`src/ssl_pkg.sv`:
```
// Purpose: constants shared by the serial load port design
// Assumes: 200 MHz system clock
// Notes: latch words are 24 bits, two select bits at the bottom
package ssl_pkg;
  localparam int MCLK_MHZ = 200;
  localparam int WORD_W = 24;
  localparam int SEL_W = 2;
  // latch select codes
  localparam logic [1:0] SEL_REF = 2'h0;
  localparam logic [1:0] SEL_FB = 2'h1;
  localparam logic [1:0] SEL_FUNC = 2'h2;
  localparam logic [1:0] SEL_INIT = 2'h3;
  // reference latch fields
  localparam int REF_LSB = 2;
  localparam int REF_W = 14;
  // feedback latch fields
  localparam int A_LSB = 2;
  localparam int A_W = 5;
  localparam int B_LSB = 7;
  localparam int B_W = 13;
  localparam int N_W = 18;
  localparam int PRESCALE_SHIFT = 5;
  // function latch fields
  localparam int CNT_RST_BIT = 2;
  localparam int PD1_BIT = 3;
  localparam int MUX_LSB = 4;
  localparam int MUX_W = 3;
  localparam int POL_BIT = 7;
  localparam int CP_TRI_BIT = 8;
  localparam int PD2_BIT = 19;
  // monitor output selections
  localparam logic [2:0] MON_LOW = 3'h0;
  localparam logic [2:0] MON_LOCK = 3'h1;
  localparam logic [2:0] MON_REF = 3'h2;
  localparam logic [2:0] MON_FB = 3'h3;
  localparam logic [2:0] MON_HIGH = 3'h4;
  localparam logic [2:0] MON_ACTIVE = 3'h5;
  localparam logic [2:0] MON_CRST = 3'h6;
  // register bus
  localparam int ADDR_W = 8;
  localparam int DATA_W = 32;
  localparam logic [7:0] ADDR_STATUS = 8'h00;
  localparam logic [7:0] ADDR_MASK = 8'h04;
  localparam logic [7:0] ADDR_STATE = 8'h08;
  localparam logic [7:0] ADDR_LATCH0 = 8'h10;
  localparam logic [7:0] ADDR_LATCH_MASK = 8'hf0;
  localparam int IRQ_W = 4;
  localparam int EV_WORD = 0;
  localparam int EV_LOCK = 1;
  localparam int EV_UNLOCK = 2;
  localparam int EV_ACTIVE = 3;
  localparam logic [3:0] MASK_RESET = 4'h0;
  // timing
  localparam int SETTLE_NS = 1000;
  localparam int SETTLE_CYC = (SETTLE_NS * MCLK_MHZ) / 1000;
  localparam int SETTLE_W = 8;
  localparam int LOCK_WIN = 4;
  localparam int LOCK_CNT = 3;
  localparam int ERR_W = 8;
  localparam int STREAK_W = 2;
  localparam int SYNC_W = 6;
endpackage

```
`src/ssl_port.sv`:
```
// Purpose: serial load port with latches, counters and lock monitor
// Assumes: sclk_i, serial_in_i, load_strobe_i and pins are asynchronous
// Notes: registers reached over a plain strobe port
// Overview of operation
// - each rising serial clock edge shifts serial_in into a 24-bit register
// - rising load strobe copies the word into the latch chosen by select bits
// - output becomes active only after reference, feedback and init writes
// - counter reset holds counters at load point, charge pump high impedance
// - counter reset never starts synchronous power-down; init pulse may
// - releasing counter reset restarts both counters together
// - monitor output selects among internal signals including lock indication
// - select bits: 00 reference, 01 feedback, 10 function, 11 init latch
//
// Strobed register access and the address map are this design's own decisions.
`timescale 1ns/1ps
module ssl_port
(
  input wire logic mclk_i,
  input wire logic rst_i,
  input wire logic sclk_i,
  input wire logic serial_in_i,
  input wire logic load_strobe_i,
  input wire logic chip_enable_i,
  input wire logic ref_in_i,
  input wire logic rf_in_i,
  input wire logic [ssl_pkg::ADDR_W-1:0] addr_i,
  input wire logic [ssl_pkg::DATA_W-1:0] wdata_i,
  input wire logic wr_i,
  input wire logic rd_i,
  output logic [ssl_pkg::DATA_W-1:0] rdata_o,
  output logic irq_o,
  output logic monitor_out_o,
  output logic cp_up_o,
  output logic cp_dn_o,
  output logic cp_oe_o
);
  typedef enum logic [1:0] {SSL_RUN = 2'b00, SSL_HOLD = 2'b01, SSL_SETTLE = 2'b11}
    ssl_cnt_state_t;

  function automatic logic ssl_mon_pick(input logic [2:0] sel, input logic lock,
    input logic rt, input logic ft, input logic act, input logic crst);
    logic r;
    r = 1'b0;
    case (sel)
      ssl_pkg::MON_LOCK: r = lock;
      ssl_pkg::MON_REF: r = rt;
      ssl_pkg::MON_FB: r = ft;
      ssl_pkg::MON_HIGH: r = 1'b1;
      ssl_pkg::MON_ACTIVE: r = act;
      ssl_pkg::MON_CRST: r = crst;
      default: r = 1'b0;
    endcase
    return r;
  endfunction

  // pin synchronisers
  logic [ssl_pkg::SYNC_W-1:0] pins_s;
  logic sclk_s, serial_in_s, le_s, ce_s, ref_s, rf_s;
  ssl_sync u_sync
  (
    .mclk_i(mclk_i),
    .rst_i(rst_i),
    .async_i({rf_in_i, ref_in_i, chip_enable_i, !load_strobe_i, serial_in_i, sclk_i}),
    .sync_o(pins_s)
  );
  assign sclk_s = pins_s[0];
  assign serial_in_s = pins_s[1];
  // strobe idles high: carried inverted so a reset synchroniser reads idle
  assign le_s = !pins_s[2];
  assign ce_s = pins_s[3];
  assign ref_s = pins_s[4];
  assign rf_s = pins_s[5];

  // serial shift group
  logic sclk_prev_q, sclk_prev_d, le_prev_q, le_prev_d;
  logic ref_prev_q, ref_prev_d, rf_prev_q, rf_prev_d;
  logic [ssl_pkg::WORD_W-1:0] shift_q, shift_d;
  logic load_now;
  logic [1:0] load_sel;
  logic ref_edge, rf_edge;
  always_comb
  begin
    sclk_prev_d = sclk_s;
    le_prev_d = le_s;
    ref_prev_d = ref_s;
    rf_prev_d = rf_s;
    shift_d = shift_q;
    if (sclk_s && !sclk_prev_q)
      shift_d = {shift_q[ssl_pkg::WORD_W-2:0], serial_in_s};
    load_now = le_s && !le_prev_q;
    load_sel = shift_q[ssl_pkg::SEL_W-1:0];
    ref_edge = ref_s && !ref_prev_q;
    rf_edge = rf_s && !rf_prev_q;
  end
  always_ff @(posedge mclk_i or posedge rst_i)
  begin
    if (rst_i)
    begin
      sclk_prev_q <= 1'b0;
      le_prev_q <= 1'b1;
      ref_prev_q <= 1'b0;
      rf_prev_q <= 1'b0;
      shift_q <= 24'h0;
    end
    else
    begin
      sclk_prev_q <= sclk_prev_d;
      le_prev_q <= le_prev_d;
      ref_prev_q <= ref_prev_d;
      rf_prev_q <= rf_prev_d;
      shift_q <= shift_d;
    end
  end

  // control group: decoded latch fields and start-up flags
  logic [ssl_pkg::REF_W-1:0] ref_div_q, ref_div_d;
  logic [ssl_pkg::N_W-1:0] n_div_q, n_div_d;
  logic crst_q, crst_d, pd1_q, pd1_d, pd2_q, pd2_d, pol_q, pol_d, tri_q, tri_d;
  logic [2:0] mux_q, mux_d;
  logic ref_w_q, ref_w_d, fb_w_q, fb_w_d, init_w_q, init_w_d;
  logic arm_q, arm_d, pulse_q, pulse_d;
  logic sync_pend_q, sync_pend_d, sync_pd_q, sync_pd_d;
  logic active, async_pd, power_down, cp_event;
  always_comb
  begin
    ref_div_d = ref_div_q;
    n_div_d = n_div_q;
    crst_d = crst_q;
    pd1_d = pd1_q;
    pd2_d = pd2_q;
    pol_d = pol_q;
    tri_d = tri_q;
    mux_d = mux_q;
    ref_w_d = ref_w_q;
    fb_w_d = fb_w_q;
    init_w_d = init_w_q;
    arm_d = arm_q;
    pulse_d = 1'b0;
    sync_pend_d = sync_pend_q;
    sync_pd_d = sync_pd_q;
    if (load_now)
    begin
      case (load_sel)
        ssl_pkg::SEL_REF:
        begin
          ref_div_d = shift_q[ssl_pkg::REF_LSB +: ssl_pkg::REF_W];
          ref_w_d = 1'b1;
        end
        ssl_pkg::SEL_FB:
        begin
          n_div_d = ssl_pkg::N_W'({shift_q[ssl_pkg::B_LSB +: ssl_pkg::B_W],
            shift_q[ssl_pkg::A_LSB +: ssl_pkg::A_W]});
          fb_w_d = 1'b1;
          if (arm_q)
          begin
            pulse_d = 1'b1;
            arm_d = 1'b0;
          end
        end
        default:
        begin
          crst_d = shift_q[ssl_pkg::CNT_RST_BIT];
          pd1_d = shift_q[ssl_pkg::PD1_BIT];
          pd2_d = shift_q[ssl_pkg::PD2_BIT];
          pol_d = shift_q[ssl_pkg::POL_BIT];
          tri_d = shift_q[ssl_pkg::CP_TRI_BIT];
          mux_d = shift_q[ssl_pkg::MUX_LSB +: ssl_pkg::MUX_W];
          if (load_sel == ssl_pkg::SEL_INIT)
          begin
            init_w_d = 1'b1;
            pulse_d = 1'b1;
            arm_d = 1'b1;
            if (shift_q[ssl_pkg::PD1_BIT] && shift_q[ssl_pkg::PD2_BIT])
              sync_pend_d = 1'b1;
          end
        end
      endcase
    end
    if (!pd1_d || !pd2_d)
    begin
      sync_pend_d = 1'b0;
      sync_pd_d = 1'b0;
    end
    else if (sync_pend_q && cp_event)
    begin
      sync_pend_d = 1'b0;
      sync_pd_d = 1'b1;
    end
  end
  always_ff @(posedge mclk_i or posedge rst_i)
  begin
    if (rst_i)
    begin
      ref_div_q <= 14'h0;
      n_div_q <= 18'h0;
      crst_q <= 1'b0;
      pd1_q <= 1'b0;
      pd2_q <= 1'b0;
      pol_q <= 1'b0;
      tri_q <= 1'b0;
      mux_q <= 3'h0;
      ref_w_q <= 1'b0;
      fb_w_q <= 1'b0;
      init_w_q <= 1'b0;
      arm_q <= 1'b0;
      pulse_q <= 1'b0;
      sync_pend_q <= 1'b0;
      sync_pd_q <= 1'b0;
    end
    else
    begin
      ref_div_q <= ref_div_d;
      n_div_q <= n_div_d;
      crst_q <= crst_d;
      pd1_q <= pd1_d;
      pd2_q <= pd2_d;
      pol_q <= pol_d;
      tri_q <= tri_d;
      mux_q <= mux_d;
      ref_w_q <= ref_w_d;
      fb_w_q <= fb_w_d;
      init_w_q <= init_w_d;
      arm_q <= arm_d;
      pulse_q <= pulse_d;
      sync_pend_q <= sync_pend_d;
      sync_pd_q <= sync_pd_d;
    end
  end
  assign active = ref_w_q && fb_w_q && init_w_q;
  assign async_pd = !ce_s || (pd1_q && !pd2_q);
  assign power_down = async_pd || sync_pd_q;

  // counter group
  ssl_cnt_state_t cst_q, cst_d;
  logic [ssl_pkg::REF_W-1:0] rcnt_q, rcnt_d;
  logic [ssl_pkg::N_W+ssl_pkg::PRESCALE_SHIFT-1:0] fcnt_q, fcnt_d;
  logic [ssl_pkg::SETTLE_W-1:0] settle_q, settle_d;
  logic rtick_q, rtick_d, ftick_q, ftick_d;
  logic hold_req;
  logic ce_prev_q;
  logic [ssl_pkg::N_W+ssl_pkg::PRESCALE_SHIFT-1:0] n_full;
  assign n_full = {n_div_q[ssl_pkg::N_W-1:ssl_pkg::A_W], {ssl_pkg::PRESCALE_SHIFT{1'b0}}}
    + {{ssl_pkg::N_W{1'b0}}, n_div_q[ssl_pkg::A_W-1:0]};
  assign hold_req = crst_q || power_down || pulse_q || !active;
  assign cp_event = rtick_q || ftick_q;
  always_comb
  begin
    cst_d = cst_q;
    rcnt_d = rcnt_q;
    fcnt_d = fcnt_q;
    settle_d = settle_q;
    rtick_d = 1'b0;
    ftick_d = 1'b0;
    case (cst_q)
      SSL_RUN:
      begin
        if (hold_req)
          cst_d = SSL_HOLD;
        if (ref_edge)
        begin
          if (rcnt_q <= 14'h1)
          begin
            rcnt_d = ref_div_q;
            rtick_d = 1'b1;
          end
          else
            rcnt_d = rcnt_q - 14'h1;
        end
        if (rf_edge)
        begin
          if (fcnt_q <= 23'h1)
          begin
            fcnt_d = n_full;
            ftick_d = 1'b1;
          end
          else
            fcnt_d = fcnt_q - 23'h1;
        end
      end
      SSL_HOLD:
      begin
        rcnt_d = ref_div_q;
        fcnt_d = n_full;
        settle_d = ssl_pkg::SETTLE_W'(ssl_pkg::SETTLE_CYC);
        if (!hold_req)
          cst_d = async_pd ? SSL_HOLD : SSL_RUN;
        if (!hold_req && !ce_s)
          cst_d = SSL_HOLD;
        if (!hold_req && ce_s && settle_q != 8'h0 && !ce_prev_q)
          cst_d = SSL_SETTLE;
      end
      SSL_SETTLE:
      begin
        rcnt_d = ref_div_q;
        fcnt_d = n_full;
        if (hold_req)
          cst_d = SSL_HOLD;
        else if (settle_q == 8'h0)
          cst_d = SSL_RUN;
        else
          settle_d = settle_q - 8'h1;
      end
      default: cst_d = SSL_HOLD;
    endcase
  end
  always_ff @(posedge mclk_i or posedge rst_i)
  begin
    if (rst_i)
    begin
      cst_q <= SSL_HOLD;
      rcnt_q <= 14'h0;
      fcnt_q <= 23'h0;
      settle_q <= 8'h0;
      rtick_q <= 1'b0;
      ftick_q <= 1'b0;
      ce_prev_q <= 1'b0;
    end
    else
    begin
      cst_q <= cst_d;
      rcnt_q <= rcnt_d;
      fcnt_q <= fcnt_d;
      settle_q <= settle_d;
      rtick_q <= rtick_d;
      ftick_q <= ftick_d;
      ce_prev_q <= ce_s;
    end
  end

  // phase detector and lock group
  logic up_q, up_d, dn_q, dn_d, lock_q, lock_d;
  logic [ssl_pkg::ERR_W-1:0] err_q, err_d;
  logic [ssl_pkg::STREAK_W-1:0] streak_q, streak_d;
  logic run;
  assign run = (cst_q == SSL_RUN);
  always_comb
  begin
    up_d = up_q || rtick_q;
    dn_d = dn_q || ftick_q;
    err_d = err_q;
    streak_d = streak_q;
    if (up_q ^ dn_q)
      err_d = (err_q == 8'hff) ? err_q : err_q + 8'h1;
    if (up_d && dn_d)
    begin
      up_d = 1'b0;
      dn_d = 1'b0;
      err_d = 8'h0;
      if (err_q < ssl_pkg::ERR_W'(ssl_pkg::LOCK_WIN))
        streak_d = (streak_q == 2'h3) ? streak_q : streak_q + 2'h1;
      else
        streak_d = 2'h0;
    end
    lock_d = (streak_d >= ssl_pkg::STREAK_W'(ssl_pkg::LOCK_CNT));
    if (!run)
    begin
      up_d = 1'b0;
      dn_d = 1'b0;
      err_d = 8'h0;
      streak_d = 2'h0;
      lock_d = 1'b0;
    end
  end
  always_ff @(posedge mclk_i or posedge rst_i)
  begin
    if (rst_i)
    begin
      up_q <= 1'b0;
      dn_q <= 1'b0;
      err_q <= 8'h0;
      streak_q <= 2'h0;
      lock_q <= 1'b0;
    end
    else
    begin
      up_q <= up_d;
      dn_q <= dn_d;
      err_q <= err_d;
      streak_q <= streak_d;
      lock_q <= lock_d;
    end
  end

  // register bus and interrupt group
  logic [ssl_pkg::IRQ_W-1:0] status_q, status_d, mask_q, mask_d, ev;
  logic lock_prev_q, act_prev_q, irq_d;
  logic [ssl_pkg::DATA_W-1:0] bypass;
  logic rd_latch;
  assign ev[ssl_pkg::EV_WORD] = load_now;
  assign ev[ssl_pkg::EV_LOCK] = lock_q && !lock_prev_q;
  assign ev[ssl_pkg::EV_UNLOCK] = !lock_q && lock_prev_q;
  assign ev[ssl_pkg::EV_ACTIVE] = active && !act_prev_q;
  assign rd_latch = (addr_i & ssl_pkg::ADDR_LATCH_MASK) == ssl_pkg::ADDR_LATCH0;
  always_comb
  begin
    status_d = status_q;
    mask_d = mask_q;
    if (wr_i && addr_i == ssl_pkg::ADDR_STATUS)
      status_d = status_q & ~wdata_i[ssl_pkg::IRQ_W-1:0];
    if (wr_i && addr_i == ssl_pkg::ADDR_MASK)
      mask_d = wdata_i[ssl_pkg::IRQ_W-1:0];
    status_d = status_d | ev;
    irq_d = |(status_d & mask_d);
    case (addr_i)
      ssl_pkg::ADDR_STATUS: bypass = {28'h0, status_q};
      ssl_pkg::ADDR_MASK: bypass = {28'h0, mask_q};
      ssl_pkg::ADDR_STATE: bypass = {24'h0, init_w_q, fb_w_q, ref_w_q, active,
        lock_q, power_down, cst_q};
      default: bypass = 32'h0;
    endcase
  end
  always_ff @(posedge mclk_i or posedge rst_i)
  begin
    if (rst_i)
    begin
      status_q <= 4'h0;
      mask_q <= ssl_pkg::MASK_RESET;
      lock_prev_q <= 1'b0;
      act_prev_q <= 1'b0;
      irq_o <= 1'b0;
    end
    else
    begin
      status_q <= status_d;
      mask_q <= mask_d;
      lock_prev_q <= lock_q;
      act_prev_q <= active;
      irq_o <= irq_d;
    end
  end

  ssl_latch_mem u_mem
  (
    .mclk_i(mclk_i),
    .rst_i(rst_i),
    .wr_i(load_now),
    .waddr_i(load_sel),
    .wdata_i(shift_q),
    .rd_i(rd_i),
    .rd_latch_i(rd_latch),
    .raddr_i(addr_i[3:2]),
    .bypass_i(bypass),
    .rdata_o(rdata_o)
  );

  // pin output group
  logic mon_d, cpu_d, cpd_d, cpoe_d;
  always_comb
  begin
    mon_d = ssl_mon_pick(mux_q, lock_q, rtick_q, ftick_q, active, crst_q);
    cpu_d = pol_q ? up_q : dn_q;
    cpd_d = pol_q ? dn_q : up_q;
    cpoe_d = run && !tri_q && !crst_q && !power_down;
  end
  always_ff @(posedge mclk_i or posedge rst_i)
  begin
    if (rst_i)
    begin
      monitor_out_o <= 1'b0;
      cp_up_o <= 1'b0;
      cp_dn_o <= 1'b0;
      cp_oe_o <= 1'b0;
    end
    else
    begin
      monitor_out_o <= mon_d;
      cp_up_o <= cpu_d;
      cp_dn_o <= cpd_d;
      cp_oe_o <= cpoe_d;
    end
  end
endmodule

```
`src/ssl_sync.sv`:
```
// Purpose: two-stage synchronisers for the pin inputs
// Assumes: inputs are asynchronous to mclk_i
// Notes: first stage read only by second stage
`timescale 1ns/1ps
module ssl_sync
(
  input wire logic mclk_i,
  input wire logic rst_i,
  input wire logic [ssl_pkg::SYNC_W-1:0] async_i,
  output logic [ssl_pkg::SYNC_W-1:0] sync_o
);
  logic [ssl_pkg::SYNC_W-1:0] meta_q;
  genvar g;
  generate
    for (g = 0; g < ssl_pkg::SYNC_W; g = g + 1)
    begin : g_bit
      always_ff @(posedge mclk_i or posedge rst_i)
      begin
        if (rst_i)
        begin
          meta_q[g] <= 1'b0;
          sync_o[g] <= 1'b0;
        end
        else
        begin
          meta_q[g] <= async_i[g];
          sync_o[g] <= meta_q[g];
        end
      end
    end
  endgenerate
endmodule

```
`src/ssl_latch_mem.sv`:
```
// Purpose: four latch words and the registered read data of the bus
// Assumes: one write port, one read port
// Notes: non-latch reads pass the supplied word through the same register
`timescale 1ns/1ps
module ssl_latch_mem
(
  input wire logic mclk_i,
  input wire logic rst_i,
  input wire logic wr_i,
  input wire logic [1:0] waddr_i,
  input wire logic [ssl_pkg::WORD_W-1:0] wdata_i,
  input wire logic rd_i,
  input wire logic rd_latch_i,
  input wire logic [1:0] raddr_i,
  input wire logic [ssl_pkg::DATA_W-1:0] bypass_i,
  output logic [ssl_pkg::DATA_W-1:0] rdata_o
);
  logic [ssl_pkg::WORD_W-1:0] mem_q [4];
  logic [ssl_pkg::DATA_W-1:0] rdata_d;
  always_comb
  begin
    rdata_d = 32'h0;
    if (rd_i)
    begin
      if (rd_latch_i)
        rdata_d = {8'h0, mem_q[raddr_i]};
      else
        rdata_d = bypass_i;
    end
  end
  always_ff @(posedge mclk_i or posedge rst_i)
  begin
    if (rst_i)
    begin
      rdata_o <= 32'h0;
      for (int i = 0; i < 4; i++)
        mem_q[i] <= 24'h0;
    end
    else
    begin
      rdata_o <= rdata_d;
      if (wr_i)
        mem_q[waddr_i] <= wdata_i;
    end
  end
endmodule

```
`config.mk`:
```
export PLATFORM = sky130hd
export DESIGN_NAME = ssl_port
export DESIGN_NICKNAME = d
export VERILOG_FILES = /design/src/ssl_pkg.sv /design/src/ssl_port.sv /design/src/ssl_sync.sv /design/src/ssl_latch_mem.sv
export SDC_FILE = /design/constraint.sdc
export NUM_CORES = 1
export LEC_CHECK = 0
export BUFFER_PORTS_ARGS = -buffer_cell sky130_fd_sc_hd__clkbuf_2
export CAP_MARGIN = 20
export CORE_ASPECT_RATIO = 2
export CORE_MARGIN = 4
export CORE_UTILIZATION = 54
export DETAILED_ROUTE_END_ITERATION = 16
export PLACE_DENSITY = 0.76
export SLEW_MARGIN = 5
export SYNTH_ARGS = -nofsm -noshare
export SYNTH_HDL_FRONTEND = slang
export SYNTH_SLANG_ARGS = --single-unit
export TNS_END_PERCENT = 5
```
`constraint.sdc`:
```
create_clock -name mclk_i -period 7.5 [get_ports mclk_i]
set_input_delay 1.125 -clock mclk_i [delete_from_list [all_inputs] [get_ports mclk_i]]
set_output_delay 1.125 -clock mclk_i [all_outputs]
set_load 0.1 [all_outputs]
```
**After elaboration in Yosys (flattened, before gate mapping)**

Index checks and enable logic that the tools add are counted.

- Add/subtract/negate cells: 6
- Magnitude comparators: 7
- Equality and inequality tests: 25
- Multiplexer cells: 68
- Bitwise operators: 9
- Reduce and logical (&&, ||, !) cells: 77

Operators by type and width:

| kind | number |
|---|---|
| 96-bit bitwise mux | 1 |
| 24-bit 2-to-1 mux | 4 |
| 24-bit binary-select mux with 2-bit select | 1 |
| 24-bit demux with 2-bit select | 1 |
| 8-bit 2-to-1 mux | 6 |
| 23-bit 2-to-1 mux | 2 |
| 23-bit one-hot mux with 2 select lines | 1 |
| 32-bit 2-to-1 mux | 1 |
| 1-bit 2-to-1 mux | 30 |
| 14-bit 2-to-1 mux | 2 |
| 14-bit one-hot mux with 2 select lines | 1 |
| 8-bit one-hot mux with 3 select lines | 1 |
| 23-bit by 1-bit <= comparator with 1-bit output (second input constant) | 1 |
| 1-bit logical AND | 23 |
| 23-bit by 1-bit subtractor with 23-bit output (second input constant) | 1 |
| 2-bit 2-to-1 mux | 10 |
| 18-bit by 5-bit adder with 19-bit output | 1 |
| 1-bit logical NOT | 19 |
| 8-bit logical NOT | 2 |
| 8-bit one-hot mux with 2 select lines | 1 |
| 14-bit by 1-bit <= comparator with 1-bit output (second input constant) | 1 |
| 14-bit by 1-bit subtractor with 14-bit output (second input constant) | 1 |
| 2-bit AND reduction | 6 |
| 3-bit AND reduction | 4 |
| other kinds (39) | 71 |

- Flip-flop bits (word level): 293
- Output and inout bits: 37
- Word-level logic and storage cells: 250

**Longest topological paths before layout**

Gate-level depths: netlist of run 1.

- Depth in word-level cells: 13
- Depth in mapped cells: 8

**Hierarchy**

From an unflattened synthesis of run 1, not the netlist that was laid out.

- Cells, all modules: 1019
- Area, all modules: 12916.1 um2

By module, submodules not included:

| module | instances | cells each | area an instance (um2) | seq. area each (um2) |
|---|---|---|---|---|
| ssl_port | 1 | 647 | 7199.4 | 3831.2 |
| ssl_latch_mem | 1 | 359 | 5412.7 | 3203.1 |
| ssl_sync | 1 | 13 | 304.0 | 300.3 |

**Worst setup path after synthesis of run 1**

OpenSTA, ideal clock, no wires.

- Path type: input port to flip-flop
- From: input addr_i[2] (netlist name)
- To: register u_mem.rdata_o[11] (netlist name)
- Library setup time: 0.120 ns
- Arrival: 2.358 ns
- Required time: 7.380 ns
- Setup slack: 5.022 ns
- Stages: 4
- Path buffers: 2
- Cell sequence: buf_2 > buf_2 > mux4_2 > and3_1

- Word-level cells in the longest chain between the ends: 6

Ends and longest elaborated chain:

| item | RTL line | RTL |
|---|---|---|
| start, declared | ssl_port.sv:26 | `input wire logic [ssl_pkg::ADDR_W-1:0] addr_i,` |
| 2-bit inverter with 3-bit output (implied by the code) | ssl_latch_mem.sv:26 | `rdata_d = {8'h0, mem_q[raddr_i]};` |
| 24-bit binary-select mux with 2-bit select | ssl_latch_mem.sv:26 |  |
| 24-bit 2-to-1 mux (implied by the code) (2 in series) | ssl_latch_mem.sv:26 |  |
| 24-bit 2-to-1 mux | ssl_latch_mem.sv:25 | `if (rd_latch_i)` |
| 32-bit 2-to-1 mux | ssl_latch_mem.sv:23 | `if (rd_i)` |
| net u_mem.rdata_d (one bit) | ssl_latch_mem.sv:19 | `logic [ssl_pkg::DATA_W-1:0] rdata_d;` |
| end signal, assigned | ssl_latch_mem.sv:41 | `rdata_o <= rdata_d;` |
| end, declared | ssl_latch_mem.sv:16 | `output logic [ssl_pkg::DATA_W-1:0] rdata_o` |

The timed path passes the listed nets, and every way through them passes these cells. The select of a mux whose other input is x is not followed.
A chain may end at the register's enable or synchronous reset.

**Worst setup path in the final report of run 1**

- From: input addr_i[3] (netlist name)
- To: register irq_o

RTL lines:

| item | RTL line | RTL |
|---|---|---|
| 8-bit by 3-bit == test with 1-bit output | ssl_port.sv:400 | `if (wr_i && addr_i == ssl_pkg::ADDR_MASK)` |
| 1-bit logical AND | ssl_port.sv:400 |  |
| 4-bit 2-to-1 mux | ssl_port.sv:400 |  |
| net mask_d (one bit) | ssl_port.sv:385 | `logic [ssl_pkg::IRQ_W-1:0] status_q, status_d, mask_q, mask_d, ev;` |
| 4-bit bitwise AND | ssl_port.sv:403 | `irq_d = \|(status_d & mask_d);` |
| 4-bit OR reduction | ssl_port.sv:403 |  |
| net irq_d | ssl_port.sv:386 | `logic lock_prev_q, act_prev_q, irq_d;` |
| end signal, assigned | ssl_port.sv:428 | `irq_o <= irq_d;` |
| end, declared | ssl_port.sv:31 | `output logic irq_o,` |

The timed path passes the listed nets, and every way through them passes these cells.

==> results of run 1 <==
## per-stage QoR
step                utilization (%)  cells
finish                         60.9   1233
floorplan                         -    924
global placement               57.1   1193
detailed placement             57.1   1193
CTS                            60.8   1232
global route                   60.9   1233
## placed cells by master, fill, tap and decap left out, drive strengths merged, types with 4 or more instances in the layout
cell     Yosys  layout
xnor2       22      22
xor2         6       6
nand3       22      22
clkbuf      18      86
or2         11      11
conb         1       8
nand2       73      73
mux4        24      24
nor3b        5       5
mux2i        7       7
a22oi        6       6
a22o         5       5
nor2        50      50
nand4       11      11
buf         35       7
o22ai        4       4
nor3        25      25
ha           6       6
nand3b       9       9
a2bb2oi      7       7
dfrtp      251     251
or3          6       6
inv         23      22
and3        23      23
nand2b       4       4
nor2b       15      15
nor4        20      20
a21oi       17      17
o21ai       39      39
and2         4       4
a31oi        4       4
mux2       115     115
## path summary, 6_finish.rpt
check,cells past startpoint,end,startpoint
worst max-delay path,6,irq_o,addr_i[3]
worst min-delay path,0,u_sync.sync_o[2],u_sync.meta_q[2]
worst max register to register,6,rcnt_q[11],rcnt_q[0]
worst min register to register,0,u_sync.sync_o[2],u_sync.meta_q[2]
max in group asynchronous,3,u_mem.mem_q[14],rst_i
min in group asynchronous,2,u_mem.rdata_o[0],rst_i
## logic make-up after synthesis
| logic type | after synthesis | share of synthesized area, % |
|---|---|---|
| AO/OA/AOI/OAI | 119 | 7.33 |
| XOR/XNOR | 28 | 2.16 |
| multiplexers | 146 | 16.8 |
| flip-flops | 253 | 55.8 |
| buffers and inverters | 77 | 3.30 |
| adder cells (fa/ha/maj) | 6 | 0.662 |
| other | 1 | 0.0331 |
| AND/OR/NAND/NOR | 287 | 13.9 |
## metal layers
metal | track usage (%) | wire length, um
met3 | 2.38 | 645
met1 | 23.5 | 9240
met5 | 0 | 0
met2 | 41.2 | 14100
met4 | 9.23 | 887
## synthesized netlist by cell type, drive strengths merged, types with 4 or more instances
library cell	count
xor2	6
buf	35
a31oi	4
nand2	73
ha	6
a2bb2oi	7
nor2	50
mux2i	7
and2	4
nand2b	4
nand4	11
nor2b	15
o21ai	39
a22oi	6
or3	6
xnor2	22
dfrtp	251
nand3	22
mux2	115
nor3	25
o22ai	4
nand3b	9
or2	11
mux4	24
nor3b	5
a21oi	17
nor4	20
a22o	5
inv	23
clkbuf	18
and3	23
## cell type report
class / instances / area (sq um) / share of cell area [%]
Sequential cell: 253 / 6330 / 50.6
Inverter: 24 / 93.8 / 0.750
Timing Repair Buffer: 57 / 315 / 2.52
Clock inverter: 3 / 40.0 / 0.320
Multi-Input combinational cell: 594 / 4670 / 37.4
Clock buffer: 36 / 724 / 5.79
Tap cell: 266 / 333 / 2.66
## state kept, by name, indices dropped and copies added, names as in the netlist, 4 cells and up
| register | count |
|---|---|
| u_mem.mem_q | 83 |
| shift_q | 24 |
| u_mem.rdata_o | 24 |
| fcnt_q | 23 |
| rcnt_q | 14 |
| ref_div_q | 12 |
| err_q | 8 |
| settle_q | 8 |
| u_sync.meta_q | 6 |
| u_sync.sync_o | 6 |
| mask_q | 4 |
| status_q | 4 |
## where the power goes
part | internal, mW | switching (mW) | total, mW
Combinational | 0.409 | 0.482 | 0.891
Clock | 0.693 | 0.496 | 1.19
Sequential | 1.61 | 0.280 | 1.89
Total | 2.71 | 1.26 | 3.97
==> results.md, run 1 <==
- Die Y: 213 um
- Rel. slew slack: 26.0%
- Number of synthesized flops with an enable pin: 0
- Via count: 7,321
- Nets: 1,008
- Max Buffers Root-to-Sink: 3
- Post-synthesis sequential area ratio: 55.8%
- GR Overflow Total: 0
- Synthesis Warnings: 0
- Antenna Nets Post-Route: 0
- Critical path's slowest cell: clkbuf_2
- Hold buffers post-CTS: 0
- Post-Syn Area per Cell: 12.4 sq um
- Max-Cap Viols: 0
- Cell Rows: 74
- R2R setup slack: 5060 ps
- Leakage: 5.71 nW
- Tot GR Track Use: 21.3%
- Cell Area, Placed: 11,700 sq um
- Worst-margin pin slew: 1110 ps
- Final instance area: 12,500 sq um
- Post-synth top area share: 55.4%
- Synth Flop Type: dfrtp_1
- Worst Setup Start Kind: input port
- Worst Path Required: 7880 ps
- Routed vias/inst: 5.94
- Final setup vio count: 0
- Slew Limit Fails: 0
- Mapped Area: 11,300 sq um
- Ranking of synthesized cells by area: dfrtp_1 55%, mux2_2 11%, mux4_2 4.8%, nand2_1 2.4%, xnor2_1 1.7%
- Pre-CTS setup slack: 4160 ps
- Pin count of the biggest net entering global routing: 157
- Ports: 87
- CP bufs+invs: 1
- Async set-reset flop share out of synthesis: 100%
- First-pass GRT wire length: 40.2 mm
- Vias in the first global route: 7,689
- Gpl congestion: 0.856
- Proportion of layout cells with a drive suffix above 1: 27.7%
- # H-tree levels: 1
- Clk slew on worst S/H paths: 70 ps
- Min Tclk post-route: 2800 ps
- Drt total wl: 24.8 mm
- HP Class: reg -> reg
- Drt pass-1 iters: 6
- Critical Path End Type: flop
- Max rail drop VDD: 0.000222 V
- Worst-skew pair later-pin latency: 510 ps
- DRC: 0
- TNS Setup: 0 ps
- Die Footprint: 23,500 sq um
- WP data arrival: 3190 ps
- Die width: 110 um
- HPWL Detailed: 16.2 mm
- Worst setup margin: 4700 ps
- Post-CTS setup buffers: 0
- Core footprint: 20,600 sq um
- Antenna violations before repair: 0
- Fillcell total: 1,655
- Max Fclk: 0.357 GHz
- Crit share post-route: 37.4%
- CTS root buffer: clkbuf_16
- Num Clock Sinks: 253
- Resize count post-CTS: 0
- Pwr Density: 317 nW/um^2
- Hold Worst Slack: 348 ps
- Initial Util: 55.2%
- Area grow syn2layout: 10.3%
- TritonCTS clock tree: built
- Crit path max-delay family: simple AND/OR/NAND/NOR gates
- Crit path cell chain: clkbuf_2, nor2b_2, nand4_2, mux2_2, a22o_1, a221o_1
- DRT iter0 DRCs: 343
- Wirelength per Cell: 20.1 um
- Status: finished clean
- Crit Path Category: in -> reg
- Cells after synthesis: 917
- Final setup skew: 11.4 ps
- Top cell type by total area after synthesis: dfrtp_1
- Peak per-stage delay on the critical path: 560 ps
- N_diodes: 0
- Final hold viol count: 0
- Port bufs: 50
- Design Power: 3.97 mW
- Yosys cell types: 77
- Number of synthesized register bits: 253
- TritonCTS buffer count: 22
- Crit path max fanout: 33
- RSZ-0062 raised after global routing: no
(Power assumes the default switching activity.)
==> run 2: changes to the inputs <==
ABC_AREA = 1   (was unset)
CORE_UTILIZATION = 60   (was 54)
PLACE_DENSITY = 0.8   (was 0.76)
clock period = 2.8 ns   (was 7.5 ns; I/O delays follow)
==> run 2 against run 1 <==
  * Synthesized area up 1.7%
  * Critical path depth up 5
  * Sequential share of layout area down 1.3 points
  * Core utilization up 7.4 points
  * Setup slack worse by 3900 ps
  * Routed wire length up 11%
  * Final area up 2.7%
  * Count of clock-buffer cells in the layout down 2
  * Via count up 28%
  * Combinational power rose to 4.0 times the previous value
  * Power rose to 2.9 times the previous value
  * Largest power group unchanged
==> results.md, run 2 <==
- Min Tclk post-route: 2010 ps
- Worst setup margin: 789 ps
- Wirelength per Cell: 16.4 um
- Post-synth top cells: 342 x nand2_1, 251 x dfrtp_1, 176 x o21ai_0
- Worst r2r src: rcnt_q[0]
- Count leader, synth: nand2_1
- Num Clock Sinks: 253
- Pin count of the biggest net entering global routing: 66
- Port bufs: 50
- Max Fclk: 0.497 GHz
- Status: finished clean
- Drt total wl: 27.5 mm
- Tot GR Track Use: 26.5%
- Crit Path Category: reg -> reg
- Drt pass-1 iters: 5
- Antenna Nets Post-Route: 0
- Max Buffers Root-to-Sink: 3
- Worst hold start: chip_enable_i
- Commonest non-fill, non-tap cell in the layout: nand2_1
- Cells after synthesis: 1,356
- Number of synthesized flops with an enable pin: 0
- Synthesis Warnings: 0
- Max FFs per register: 83
- Worst Path Required: 3210 ps
- Die width: 106 um
- Post-synth top area share: 54.4%
- Number of synthesized register bits: 253
- First-pass GRT wire length: 46.3 mm
- Via count: 9,342
- Slew Limit Fails: 0
- Final setup skew: 9.51 ps
- Area grow syn2layout: 11.5%
- GR Overflow Total: 0
- Vias in the first global route: 9,510
- CTS root buffer: clkbuf_16
- Worst-margin pin slew: 793 ps
- Final hold viol count: 0
- Crit path max fanout: 11
- DRC: 0
- Post-Syn Area per Cell: 8.51 sq um
- Max-Cap Viols: 0
- HPWL Detailed: 19.4 mm
- Top cell type by total area after synthesis: dfrtp_1
- Core footprint: 18,800 sq um
- CP startpoint: rcnt_q[0]
- Ranking of synthesized cells by area: dfrtp_1 54%, nand2_1 11%, o21ai_0 7.6%, nor2_1 4.7%, inv_1 4.3%
- Rel. slew slack: 47.1%
- TritonCTS buffer count: 23
- Clk slew on worst S/H paths: 60 ps
- Gpl congestion: 0.886
- Async set-reset flop share out of synthesis: 100%
- Proportion of layout cells with a drive suffix above 1: 11.9%
- Largest registers: u_mem.mem_q (83), shift_q (24), u_mem.rdata_o (24)
- TritonCTS clock tree: built
- Pre-CTS setup slack: 719 ps
- Die Y: 204 um
- Finished Core Util: 68.3%
- Critical Path End Type: flop
- Worst-skew pair later-pin latency: 520 ps
- RSZ-0062 raised after global routing: no
- Antenna violations before repair: 0
- Synth Flop Type: dfrtp_1
- Final setup vio count: 0
- Post-synthesis sequential area ratio: 54.9%
- N_diodes: 0
- Commonest cells after routing, fill and taps aside: 342 x nand2_1, 251 x dfrtp_1, 176 x o21ai_0
- Worst Setup Start Kind: flop
- DRT iter0 DRCs: 485
- # H-tree levels: 1
- Mapped Area: 11,500 sq um
- HP Class: in -> reg
- Max rail drop VDD: 0.000493 V
- Multi-input gate area: 4400 sq um
- Pwr Density: 885 nW/um^2
- Nets: 1,467
- Cell Rows: 71
- Die Footprint: 21,600 sq um
- TNS Setup: 0 ps
- Routed vias/inst: 5.55
- WP data arrival: 2420 ps
- Most flop-heavy register: u_mem.mem_q
- Initial Util: 61.3%
- Fillcell total: 1,530
- Register cell area after layout: 6330 sq um
- Ports: 87
- Placed Cells: 1,638
- Final non-filler cell total: 1,683
- Design Power: 11.4 mW
- Leakage: 6.26 nW
- Crit share post-route: 71.8%
- Yosys cell types: 44
[run 2: cell types whose count changed after synthesis, sizes merged, moves of 13 or more]
cell,previous run,this run
nor2b,15,0
nand3,22,79
mux2,115,0
o21ai,39,183
nand2,73,354
xnor2,22,8
mux4,24,0
a221oi,1,14
nor4,20,5
nor2,50,165
inv,23,139
and3,23,0
nor3,25,7
[run 2: through the flow]
stage,cell area [sq um],hold WS [ps]
6_report,12900,13.9
5_1_grt,12900,0.936
4_1_cts,12900,2.57
2_1_floorplan,11600,331
3_3_place_gp,12100,334
3_5_place_dp,12100,335
[run 2: cells by family (layout without fill, tap and decap cells)]
kind of cell	after synthesis	count (layout)	synth area share, %
AND/OR/NAND/NOR	640	640	24.3
flip-flops	253	253	54.9
AO/OA/AOI/OAI	244	244	11.5
buffers and inverters	193	258	7.17
XOR/XNOR	19	19	1.44
adder cells (fa/ha/maj)	6	6	0.651
other	1	8	0.0325
[run 2: final cells by class]
cell class | count | area share [%]
Sequential cell | 253 | 49.3
Multi-Input combinational cell | 917 | 34.2
Clock buffer | 34 | 5.19
Inverter | 140 | 4.22
Timing Repair Buffer | 76 | 3.81
Tap cell | 255 | 2.48
Clock inverter | 8 | 0.798
[run 2: final timing paths]
path,endpoint,slack (ps),cells past startpoint
hold / removal,u_sync.meta_q[3],10,1
setup / recovery,rcnt_q[5],790,11
hold reg to reg,u_sync.sync_o[3],350,0
max in group asynchronous,u_mem.mem_q[34],1460,4
min in group asynchronous,mask_q[3],500,3
setup reg to reg,rcnt_q[5],790,11
[run 2: timing repair]
| item | CTS | global route |
|---|---|---|
| hold endpoints to repair | 19 | 0 |
| hold buffers | 3 | 0 |
| buffers inserted | 0 | 0 |
| resized for setup | 0 | 0 |
[run 2: worst max-delay path, cell delays in order, from the launching register on]
cell	delay [ps]
dfrtp_1	380
inv_1	100
ha_1	200
buf_4	160
nor2_1	100
nor2_1	60
nand3_2	130
nand2_1	90
inv_1	320
o21ai_0	200
nand3_1	110
nand2_1	60
[run 2: where the power goes]
part           internal (mW)  total, mW  switching [mW]
registers               4.17       4.63           0.454
logic                   1.14       3.55            2.41
clock network           1.85       3.20            1.35
[run 2: metal layers]
layer / global-route usage [%] / wire [um] / share of wire (%) / vias up
met5: 0 / 0 / 0 / -
met1: 29.9 / 10200 / 37 / 4527
met4: 10.6 / 1060 / 3.9 / 0
met2: 50.1 / 15100 / 55 / 261
met3: 3.22 / 1120 / 4.1 / 74
li1: - / - / - / 4480
